File: config.mk
export PLATFORM = sky130hd
export DESIGN_NAME = cssv_supervisor
export DESIGN_NICKNAME = d
export VERILOG_FILES = /design/src/cssv_pkg.sv /design/src/cssv_supervisor.sv
export SDC_FILE = /design/constraint.sdc
export NUM_CORES = 1
export LEC_CHECK = 0
export BUFFER_PORTS_ARGS = -buffer_cell sky130_fd_sc_hd__buf_2
export CORE_MARGIN = 4
export CORE_UTILIZATION = 50
export DETAILED_ROUTE_END_ITERATION = 12
export GPL_TIMING_DRIVEN = 0
export HOLD_SLACK_MARGIN = 0.02
export PLACE_DENSITY_LB_ADDON = 0.3
export SLEW_MARGIN = 10
export SYNTH_ARGS = -nofsm -noshare
export SYNTH_HDL_FRONTEND = slang
export SYNTH_SLANG_ARGS = --single-unit
File: constraint.sdc
create_clock -name clk_i -period 2.7 [get_ports clk_i]
set_clock_uncertainty 0.05 [all_clocks]
set_input_delay 0.675 -clock clk_i [delete_from_list [all_inputs] [get_ports clk_i]]
set_output_delay 0.675 -clock clk_i [all_outputs]
set_load 0.02 [all_outputs]
File: src/cssv_pkg.sv
// Purpose: shared constants and carrier types for the converter start-up and fault supervisor
// Assumes: 40 MHz logic clock; analog comparators deliver single-bit flags
// Notes:   voltages are counted in 12.5 mV code steps where the logic needs them
package cssv_pkg;

  localparam int unsigned CLK_HZ         = 40_000_000;
  localparam int unsigned NUM_PHASES     = 4;

  // wishbone register map (byte addresses)
  localparam logic [3:0]  ADDR_CTRL      = 4'h0;
  localparam logic [3:0]  ADDR_STATUS    = 4'h4;
  localparam logic [3:0]  ADDR_REF       = 4'h8;
  localparam logic [3:0]  ADDR_SW_DIV    = 4'hc;

  // control register fields
  localparam int unsigned CTRL_ENABLE_BIT = 0;
  localparam logic [31:0] CTRL_RESET_VAL  = 32'h0000_0000;

  // switching-period divider default: 500 kHz from 40 MHz
  localparam logic [15:0] SW_DIV_RESET   = 16'h0050;

  // soft-start timing in switching cycles
  localparam logic [12:0] SS_DELAY_CYC   = 13'h0040;  // 64
  localparam logic [12:0] OFS_RAMP_CYC   = 13'h0280;  // 640
  localparam logic [12:0] HICCUP_CYC     = 13'h1000;  // 4096
  localparam logic [3:0]  OC_PERSIST_CYC = 4'h8;      // eight
  localparam int unsigned VID_OFF_WAIT   = 2;         // cycles after all-ones code

  // reference ramp: one 12.5 mV step every 32 us
  localparam int unsigned RAMP_STEP_US   = 32;
  localparam int unsigned RAMP_STEP_CYC  = (CLK_HZ / 1_000_000) * RAMP_STEP_US;

  // voltage-id code that signals no load present
  localparam logic [5:0]  VID_NO_LOAD    = 6'h3f;

  // remote-sense offset, 100 mV in 12.5 mV steps
  localparam logic [3:0]  SENSE_OFS_MAX  = 4'h8;

  // overvoltage trip level selection (analog front end picks the actual level)
  typedef enum logic [2:0] {
    OV_AUX_1V8,        // supply above 1.4 V but not valid
    OV_PRE_1V7,        // valid supply, not yet enabled
    OV_CODE_PLUS,      // code plus 200 mV
    OV_MAX_1V5_CODE    // higher of 1.5 V and code plus 200 mV
  } cssv_ov_level_type;

  // comparator flags from the analog front end
  typedef struct packed {
    logic                  supply_above_aux;   // supply above 1.4 V
    logic                  supply_valid;       // above power-on reset threshold
    logic                  thresh_enable;      // enable pin above 1.29 V
    logic                  logic_level_enable_in;
    logic                  overvoltage;        // sense above selected trip level
    logic                  below_discharge;    // sense below 0.6 V (valid) / 1.5 V
    logic                  diff_at_reference;  // differential sense at reference
    logic                  undervoltage;       // sense below 75 % of code
    logic                  avg_overcurrent;    // average current above 110 uA ref
    logic [NUM_PHASES-1:0] phase_overcurrent;  // per-phase current above ref
    logic                  prebias_reached;    // ramping reference at output level
  } cssv_flags_type;

  // phase drive towards the external drivers; oe low means driven
  typedef struct packed {
    logic [NUM_PHASES-1:0] pwm;
    logic [NUM_PHASES-1:0] pwm_oe_n;
  } cssv_phase_type;

endpackage

File: src/cssv_supervisor.sv
// Purpose: start-up, power-good, overvoltage and overcurrent supervisor
// Assumes: comparator flags arrive asynchronously; pwm_run_i comes from the modulator
// Notes:   timing counts use a one-cycle switching tick from an internal divider, except the ramp step, which counts clocks
//
// What this block does
// - shutdown keeps all phase outputs high impedance
// - start soft-start when all four enables hold
// - all-ones code: wait two cycles, then shut
// - no-load code never clears overvoltage latch
// - ramp reference; hi-z until pre-bias reached
// - 64-cycle delay then 12.5mV per 32us
// - 100mV sense offset ramps out over 512
// - power-good low in shutdown, high after start
// - power-good falls only on undervoltage, disable or no-load code
// - overvoltage alone leaves power-good untouched
// - undervoltage below 75% pulls power-good low
// - auxiliary 1.8V overvoltage before supply valid
// - overvoltage trip level follows state
// - overvoltage forces phases low until discharged
// - low phases go hi-z at reference; recur
// - crowbar output fires with forced-low phases
// - overvoltage latch cleared only by enable cycling
// - average overcurrent trips immediately
// - per-phase overcurrent for eight cycles trips
// - overcurrent: hi-z for 4096, then retry
`timescale 1ns/1ps
`default_nettype none

module cssv_supervisor
  import cssv_pkg::*;
(
  // clock and reset
  input  wire logic                  clk_i,
  input  wire logic                  rst_i,
  // wishbone slave
  input  wire logic                  wb_cyc_i,
  input  wire logic                  wb_stb_i,
  input  wire logic                  wb_we_i,
  input  wire logic [3:0]            wb_adr_i,
  input  wire logic [3:0]            wb_sel_i,
  input  wire logic [31:0]           wb_dat_i,
  output logic      [31:0]           wb_dat_o,
  output logic                       wb_ack_o,
  // analog front end
  input  wire cssv_flags_type        flags_i,
  input  wire logic [5:0]            voltage_id_code_i,
  input  wire logic [NUM_PHASES-1:0] pwm_run_i,
  output cssv_ov_level_type          ov_level_o,
  output logic      [5:0]            ref_code_o,
  output logic      [3:0]            sense_offset_o,
  // pins
  output cssv_phase_type             phase_o,
  output logic                       output_ok_flag_o,
  output logic                       output_ok_flag_oe_n_o,
  output logic                       crowbar_drive_out_o
);

  typedef enum logic [2:0] {
    ST_OFF,
    ST_SS_DELAY,
    ST_SS_RAMP,
    ST_RUN,
    ST_OV_TRIP,
    ST_OC_WAIT
  } cssv_state_type;

  function automatic logic [12:0] count_up(input logic [12:0] c, input logic hit);
    count_up = hit ? c + 13'h0001 : c;
  endfunction

  // two-stage synchroniser for every comparator flag
  cssv_flags_type flags_meta_q;
  cssv_flags_type flags_q;
  logic [5:0]     vid_meta_q;
  logic [5:0]     vid_q;

  always_ff @(posedge clk_i) begin
    flags_meta_q <= flags_i;
    flags_q      <= flags_meta_q;
    vid_meta_q   <= voltage_id_code_i;
    vid_q        <= vid_meta_q;
  end

  // registers
  logic [31:0]    ctrl_q;
  logic [15:0]    sw_div_q;
  logic [31:0]    rd_data;
  logic           wb_req;
  logic           wb_wr;
  logic           ack_q;
  logic [31:0]    dat_q;

  assign wb_req = wb_cyc_i & wb_stb_i & ~ack_q;
  // the write lands on the edge where the master samples ack high
  assign wb_wr  = wb_cyc_i & wb_stb_i & wb_we_i & ack_q;

  always_ff @(posedge clk_i) begin
    if (rst_i) begin
      ctrl_q   <= CTRL_RESET_VAL;
      sw_div_q <= SW_DIV_RESET;
      ack_q    <= 1'b0;
      dat_q    <= 32'h0;
    end else begin
      ack_q <= wb_req;
      dat_q <= wb_req ? rd_data : 32'h0;
      if (wb_wr && wb_adr_i == ADDR_CTRL && wb_sel_i[0]) begin
        ctrl_q[7:0] <= wb_dat_i[7:0];
      end
      if (wb_wr && wb_adr_i == ADDR_SW_DIV) begin
        if (wb_sel_i[0]) begin
          sw_div_q[7:0] <= wb_dat_i[7:0];
        end
        if (wb_sel_i[1]) begin
          sw_div_q[15:8] <= wb_dat_i[15:8];
        end
      end
    end
  end

  assign wb_ack_o = ack_q;
  assign wb_dat_o = dat_q;

  // switching-period tick
  logic [15:0] div_q;
  logic        sw_tick;

  // a divider of zero wraps to the longest period rather than stalling the tick
  assign sw_tick = (div_q == 16'h0);

  always_ff @(posedge clk_i) begin
    if (rst_i) begin
      div_q <= 16'h0;
    end else begin
      div_q <= sw_tick ? sw_div_q - 16'h0001 : div_q - 16'h0001;
    end
  end

  // enable conditions
  logic enabled;
  logic no_load_code;

  assign no_load_code = (vid_q == VID_NO_LOAD);
  assign enabled = flags_q.supply_valid & flags_q.thresh_enable &
                   flags_q.logic_level_enable_in & ctrl_q[CTRL_ENABLE_BIT];

  // state
  cssv_state_type state_q;
  logic [12:0]    cyc_q;
  logic [1:0]     vid_wait_q;
  logic [3:0]     oc_cnt_q [NUM_PHASES];
  logic           ov_latch_q;
  logic           prev_en_q;
  logic           oc_hold;
  logic           ov_event;
  logic           oc_event;
  logic [11:0]    ramp_q;
  logic [5:0]     ref_q;
  logic [3:0]     sofs_q;
  logic           drive_low_q;
  logic           output_ok_flag_q;
  logic           phase_oc_trip;

  assign oc_hold  = (state_q == ST_OC_WAIT);
  assign ov_event = flags_q.overvoltage & (flags_q.supply_valid | flags_q.supply_above_aux);

  // read decode needs the sequencer state, so it sits below its declarations
  logic        sel_ctrl;
  logic        sel_status;
  logic        sel_ref;
  logic        sel_sw_div;
  logic [31:0] status_word;
  logic [31:0] ref_word;

  assign sel_ctrl    = (wb_adr_i == ADDR_CTRL);
  assign sel_status  = (wb_adr_i == ADDR_STATUS);
  assign sel_ref     = (wb_adr_i == ADDR_REF);
  assign sel_sw_div  = (wb_adr_i == ADDR_SW_DIV);
  // bit 4 shows the power-good pin as released, not its always-low data line
  assign status_word = {25'h0, ov_latch_q, oc_hold, output_ok_flag_oe_n_o,
                        crowbar_drive_out_o, 3'(state_q)};
  assign ref_word    = {22'h0, sense_offset_o, ref_code_o};
  assign rd_data     = sel_ctrl   ? ctrl_q :
                       sel_status ? status_word :
                       sel_ref    ? ref_word :
                       sel_sw_div ? {16'h0, sw_div_q} :
                       32'h0;

  always_comb begin
    phase_oc_trip = 1'b0;
    for (int i = 0; i < NUM_PHASES; i++) begin
      if (oc_cnt_q[i] == OC_PERSIST_CYC) begin
        phase_oc_trip = 1'b1;
      end
    end
  end

  assign oc_event = flags_q.avg_overcurrent | phase_oc_trip;

  // per-phase persistence counters
  always_ff @(posedge clk_i) begin
    for (int i = 0; i < NUM_PHASES; i++) begin
      if (rst_i || !flags_q.phase_overcurrent[i]) begin
        oc_cnt_q[i] <= 4'h0;
      end else if (sw_tick && oc_cnt_q[i] != OC_PERSIST_CYC) begin
        oc_cnt_q[i] <= oc_cnt_q[i] + 4'h1;
      end
    end
  end

  // main sequencer
  always_ff @(posedge clk_i) begin
    if (rst_i) begin
      state_q    <= ST_OFF;
      cyc_q      <= 13'h0;
      vid_wait_q <= 2'h0;
      ov_latch_q <= 1'b0;
      prev_en_q  <= 1'b0;
      ramp_q     <= 12'h0;
      ref_q      <= 6'h0;
      sofs_q     <= 4'h0;
    end else begin
      prev_en_q <= enabled;
      if (!enabled) begin
        ov_latch_q <= 1'b0;
      end
      if (ov_event) begin
        ov_latch_q <= 1'b1;
      end
      // no-load code counts two switching cycles before shutting down
      if (no_load_code && state_q != ST_OFF && state_q != ST_OV_TRIP) begin
        if (sw_tick) begin
          vid_wait_q <= vid_wait_q + 2'h1;
        end
      end else begin
        vid_wait_q <= 2'h0;
      end
      case (state_q)
        ST_OFF: begin
          ref_q  <= 6'h0;
          sofs_q <= 4'h0;
          if (ov_latch_q || ov_event) begin
            state_q <= ST_OV_TRIP;
          end else if (enabled && !no_load_code) begin
            state_q <= ST_SS_DELAY;
            cyc_q   <= 13'h0;
            sofs_q  <= SENSE_OFS_MAX;
          end
        end
        ST_SS_DELAY, ST_SS_RAMP, ST_RUN: begin
          if (ov_event) begin
            state_q <= ST_OV_TRIP;
          end else if (!enabled || vid_wait_q == 2'(VID_OFF_WAIT)) begin
            state_q <= ST_OFF;
          end else if (oc_event) begin
            state_q <= ST_OC_WAIT;
            cyc_q   <= 13'h0;
          end else if (state_q == ST_SS_DELAY) begin
            cyc_q <= count_up(cyc_q, sw_tick);
            if (cyc_q == SS_DELAY_CYC) begin
              state_q <= ST_SS_RAMP;
              cyc_q   <= 13'h0;
              ramp_q  <= 12'h0;
            end
          end else if (state_q == ST_SS_RAMP) begin
            cyc_q <= count_up(cyc_q, sw_tick);
            if (sw_tick && cyc_q < OFS_RAMP_CYC &&
                cyc_q[5:0] == 6'h3f && sofs_q != 4'h0) begin
              sofs_q <= sofs_q - 4'h1;
            end
            // the step is timed in clocks, so 32 us holds whatever the switching rate
            if (ramp_q == 12'(RAMP_STEP_CYC - 1)) begin
              ramp_q <= 12'h0;
              if (ref_q != vid_q) begin
                ref_q <= ref_q + 6'h01;
              end
            end else begin
              ramp_q <= ramp_q + 12'h001;
            end
            if (ref_q == vid_q && sofs_q == 4'h0) begin
              state_q <= ST_RUN;
            end
          end else begin
            ref_q <= vid_q;
          end
        end
        ST_OV_TRIP: begin
          // only a falling enable leaves; code changes are ignored here
          if (!enabled && prev_en_q) begin
            state_q <= ST_OFF;
          end
        end
        ST_OC_WAIT: begin
          ref_q  <= 6'h0;
          sofs_q <= 4'h0;
          cyc_q  <= count_up(cyc_q, sw_tick);
          if (ov_event) begin
            state_q <= ST_OV_TRIP;
          end else if (cyc_q == HICCUP_CYC) begin
            state_q <= ST_OFF;
          end
        end
        default: state_q <= ST_OFF;
      endcase
    end
  end

  // overvoltage discharge: low until discharged, hi-z at reference, low on recurrence
  always_ff @(posedge clk_i) begin
    if (rst_i) begin
      drive_low_q <= 1'b0;
    end else if (ov_event) begin
      drive_low_q <= 1'b1;
    end else if (flags_q.below_discharge || flags_q.diff_at_reference) begin
      drive_low_q <= 1'b0;
    end
  end

  // power-good: undervoltage, disable or no-load code only
  // a hiccup retry keeps it released; the collapsing output trips undervoltage instead
  always_ff @(posedge clk_i) begin
    if (rst_i) begin
      output_ok_flag_q <= 1'b0;
    end else if (!enabled || no_load_code) begin
      output_ok_flag_q <= 1'b0;
    end else if (flags_q.undervoltage) begin
      output_ok_flag_q <= 1'b0;
    end else if (state_q == ST_RUN) begin
      output_ok_flag_q <= 1'b1;
    end
  end

  // outputs, all from flip-flops
  logic driving;
  assign driving = (state_q == ST_SS_RAMP || state_q == ST_RUN) &&
                   (flags_q.prebias_reached || state_q == ST_RUN);

  always_ff @(posedge clk_i) begin
    if (rst_i) begin
      phase_o               <= '{pwm: '0, pwm_oe_n: '1};
      output_ok_flag_o      <= 1'b0;
      output_ok_flag_oe_n_o <= 1'b0;
      crowbar_drive_out_o   <= 1'b0;
      ov_level_o            <= OV_PRE_1V7;
      ref_code_o            <= 6'h0;
      sense_offset_o        <= 4'h0;
    end else begin
      if (drive_low_q || ov_event) begin
        phase_o <= '{pwm: '0, pwm_oe_n: '0};
      end else if (driving && !oc_event) begin
        phase_o <= '{pwm: pwm_run_i, pwm_oe_n: '0};
      end else begin
        phase_o <= '{pwm: '0, pwm_oe_n: '1};
      end
      crowbar_drive_out_o   <= drive_low_q | ov_event;
      output_ok_flag_o      <= 1'b0;
      output_ok_flag_oe_n_o <= output_ok_flag_q;
      if (!flags_q.supply_valid) begin
        ov_level_o <= OV_AUX_1V8;
      end else if (state_q == ST_OFF) begin
        ov_level_o <= ov_latch_q ? OV_CODE_PLUS : OV_PRE_1V7;
      end else if (state_q == ST_SS_DELAY || state_q == ST_SS_RAMP) begin
        ov_level_o <= OV_MAX_1V5_CODE;
      end else begin
        ov_level_o <= OV_CODE_PLUS;
      end
      ref_code_o     <= ref_q;
      sense_offset_o <= sofs_q;
    end
  end

endmodule

`default_nettype wire

==> flow_metrics.py <==
metrics = {
    "global_route": {
        "antenna_found_initial": 0,
        "grt_overflow": 0,
        "grt_pass1_wl_um": 28200,
        "grt_usage_pct": 20.9,
        "grt_pass1_vias": 5701,
        "grt_max_degree": 17,
    },
    "worst_setup_path": {
        "r2r_slack_ps": 150,
        "worstSetupStartpointType": "register",
        "reg2reg_to": "ramp_q[5]$_SDFFE_PP0P_",
        "worstReg2RegStart": "oc_cnt_q[2][0]$_SDFFCE_PN0P_",
        "cp.arrival_ps": 2810,
        "crit_type": "reg2reg",
        "rr_worst_depth": 10,
        "path_max_fanout": 6,
        "cp_num_cells": 10,
        "crit_required_ps": 2960,
        "crit_chain": "inv_1 > ha_1 > and3b_1 > or3_1 > buf_6 > or3_1 > buf_6 > nor4_2 > xnor2_1 > nor2_1",
        "end_kind": "register",
        "max_stage_delay_ps": 390,
        "crit_slowest_cell": "edfxtp_1",
        "crit_buf_inv": 3,
        "crit_start": "oc_cnt_q[2][0]$_SDFFCE_PN0P_",
        "crit_family": "simple AND/OR/NAND/NOR gates",
    },
    "synthesis": {
        "ys_seq_area_share_pct": 48.7,
        "syn_area_um2": 7560,
        "synth_compound_area_share_pct": 9.09,
        "synth_ff_type": "dfxtp_1",
        "netlist_instances": 791,
        "syn_area_per_cell_um2": 9.55,
        "synth_xor_xnor_area_share_pct": 6.26,
        "synth_cell_types": 60,
        "synth_fa_ha_area_share_pct": 2.48,
        "synth_top_family_by_area": "simple AND/OR/NAND/NOR gates",
        "synthMuxAreaShare_pct": 5.51,
        "synthSimpleGateAreaFrac_pct": 22.4,
        "ys_async_sr_fraction_pct": 0,
        "yosys_warnings": 0,
        "synth_edf_count": 16,
        "ys_ff_latch": 176,
    },
    "layout": {
        "final_nets": 1001,
        "final_cells": 1114,
        "drive_gt1_share_pct": 21.3,
        "synthToLayoutAreaGrowth_pct": 19.8,
        "postLayoutCellArea_um2": 9050,
        "diodes": 0,
        "seqCellArea_um2": 3690,
        "utilization_pct": 61.8,
        "multi_input_area_um2": 3650,
        "fillers": 1235,
    },
    "sta": {
        "maxSlewHeadroom_pct": 35.0,
        "rsz0062_at_grt": "true",
        "setup_violations": 0,
        "finalWorstSetupSlack_ps": 147,
        "maxSlewViolCount": 0,
        "tightestPinTransition_ps": 968,
        "min_period_over_period_pct": 94.6,
        "fmax_ghz": 0.392,
        "fin_crit_ps": 2550,
        "hold_slack_ps": 276,
        "fin_tns_setup_ps": 0,
        "finalHoldViolations": 0,
    },
    "placement": {
        "place_area_um2": 8290,
        "dp.cells": 1080,
        "dp_slack_ps": -516,
        "gp_congestion": 0.917,
        "port_buffers": 88,
        "dp_hpwl_um": 12700,
    },
    "cts": {
        "cts_sinks": 176,
        "clk_latency_ps": 430,
        "root_buffer": "clkbuf_16",
        "cts_buffer_depth": 2,
        "cts_tree": "built",
        "cts_buffers": 17,
        "h-tree-depth": 4,
        "cts.clk_slew.worst_paths_ps": 70,
        "hold_buffers": 0,
    },
    "status": {
        "outcome": "completed",
    },
    "floorplanning": {
        "dieArea_um2": 17100,
        "ios": 126,
        "fp-row-count": 44,
        "initial_utilization_pct": 51.6,
        "die_h_um": 131,
        "core_um2": 14600,
        "dieWidth_um": 131,
    },
    "hold_path": {
        "min_path_cells": 0,
        "hp-class": "reg2reg",
        "min_to": "flags_q[8]$_DFF_P_",
        "min_from": "flags_meta_q[8]$_DFF_P_",
    },
    "drt": {
        "final_antenna_net_count": 0,
        "wl_per_cell_um": 15.6,
        "drt-initial-drc-count": 431,
        "route.vias.total": 6075,
        "vias_per_cell": 5.45,
        "dr.pass1.iters": 5,
        "wl_um": 17400,
        "drc": 0,
    },
    "pwr": {
        "power.total_mw": 7.50,
        "ir_drop_v": 0.000520,
        "p_per_area_nw_per_um2": 828,
        "p_leak_nw": 3.85,
    },
    "run": {
        "drv_cap": 0,
    },
}
==> where the power goes <==
group	switching, mW	total, mW	internal (mW)
clock network	1.01	2.46	1.45
logic	1.19	1.96	0.766
registers	0.212	3.08	2.87
==> cells in the mapped netlist (all sizes together) (2+ instances only) <==
| cell | n | share of area, % |
|---|---|---|
| nor3b | 2 | 0.20 |
| nor4 | 28 | 3.1 |
| xor2 | 19 | 2.2 |
| buf | 26 | 2.7 |
| mux2i | 27 | 3.6 |
| mux2 | 13 | 1.9 |
| a211oi | 6 | 0.60 |
| o22ai | 2 | 0.17 |
| o21ai | 12 | 0.79 |
| or4 | 3 | 0.35 |
| nor2 | 119 | 6.0 |
| dfxtp | 160 | 42 |
| o31ai | 2 | 0.20 |
| nor2b | 14 | 1.2 |
| a21o | 4 | 0.40 |
| a222oi | 2 | 0.26 |
| a21oi | 33 | 2.2 |
| and3b | 5 | 0.58 |
| o21a | 2 | 0.20 |
| a22oi | 9 | 0.89 |
| a31oi | 8 | 0.66 |
| clkbuf | 24 | 1.2 |
| ha | 15 | 2.5 |
| a2111oi | 6 | 0.73 |
| and3 | 12 | 0.99 |
| inv | 32 | 1.6 |
| and4 | 5 | 0.58 |
| nor3 | 22 | 1.7 |
| nand4 | 21 | 1.7 |
| nand2 | 40 | 2.0 |
| and2 | 9 | 0.74 |
| nor4b | 6 | 0.70 |
| a32o | 2 | 0.26 |
| a41o | 2 | 0.26 |
| o211a | 3 | 0.40 |
| edfxtp | 16 | 6.4 |
| xnor2 | 35 | 4.1 |
| nand3 | 22 | 1.5 |
| or3 | 10 | 0.83 |
==> flip-flops by register name, indices dropped and copies added (netlist names), 2 cells and up <==
signal          count
vid_wait_q          2
phase_o             5
vid_meta_q          6
ref_q               6
flags_meta_q       14
ref_code_o          6
ramp_q             12
ctrl_q              8
state_q             3
ov_level_o          2
div_q              16
oc_cnt_q           16
flags_q            14
sense_offset_o      4
cyc_q              13
sw_div_q           16
wb_dat_o           16
vid_q               6
sofs_q              4
==> routing by layer <==
layer | routed length [um] | global-route usage, % | vias to the layer above
li1 | - | - | 3022
met1 | 7900 | 27.9 | 2809
met2 | 7950 | 32.6 | 215
met3 | 1160 | 5.28 | 29
met4 | 377 | 8.29 | 0
met5 | 0 | 0 | -
==> worst max path at each step <==
| stage | end |
|---|---|
| 6_report | ramp_q[5]$_SDFFE_PP0P_ |
| 5_1_grt | ramp_q[1]$_SDFFE_PP0P_ |
| 4_1_cts | div_q[12]$_SDFF_PP0_ |
| 3_5_place_dp | div_q[12]$_SDFF_PP0_ |
| 3_3_place_gp | div_q[12]$_SDFF_PP0_ |
| 2_1_floorplan | div_q[12]$_SDFF_PP0_ |
==> cell families (layout without fill, tap and decap cells) <==
kind of cell / count (synthesis) / after routing
muxes: 40 / 40
adders and majority gates: 15 / 15
AOI/OAI and AO/OA: 102 / 102
other: 1 / 18
DFF: 176 / 176
buffers and inverters: 82 / 204
and+or+nand+nor: 321 / 321
xor gates and xnor gates: 54 / 54
==> layout make-up <==
class / instances / share of cell area, %
Buffer: 49 / 3.26
Clock buffer: 21 / 5.21
Clock inverter: 11 / 1.44
Inverter: 32 / 1.33
Multi-Input combinational cell: 550 / 40.4
Sequential cell: 176 / 40.8
Tap cell: 184 / 2.54
Timing Repair Buffer: 91 / 5.11
==> placed cells by master (no fill, tap or decap), drive strengths merged, types with 4 or more instances in the layout <==
cell type and n:
a2111oi 6, nor4 28, nand4 21, mux2i 27, nor4b 6, or3 10
nor3 22, and2 9, and3 12, a21oi 33, a22oi 9, xnor2 35
ha 15, nand2 40, buf 119, mux2 13, a31oi 8, a211oi 6
clkbuf 42, xor2 19, o21ai 12, and3b 5, clkinv 6, edfxtp 16
nor2 119, conb 18, a21o 4, inv 34, nand3 22, dfxtp 160
and4 5, nor2b 14
==> repair_timing <==
action / CTS / global route
setup endpoints to repair: 17 / 51
setup buffers: 0 / 3
gates resized for setup: 8 / 31
pin swaps: 0 / 1
Note: power is estimated with default switching activity, not from simulation.
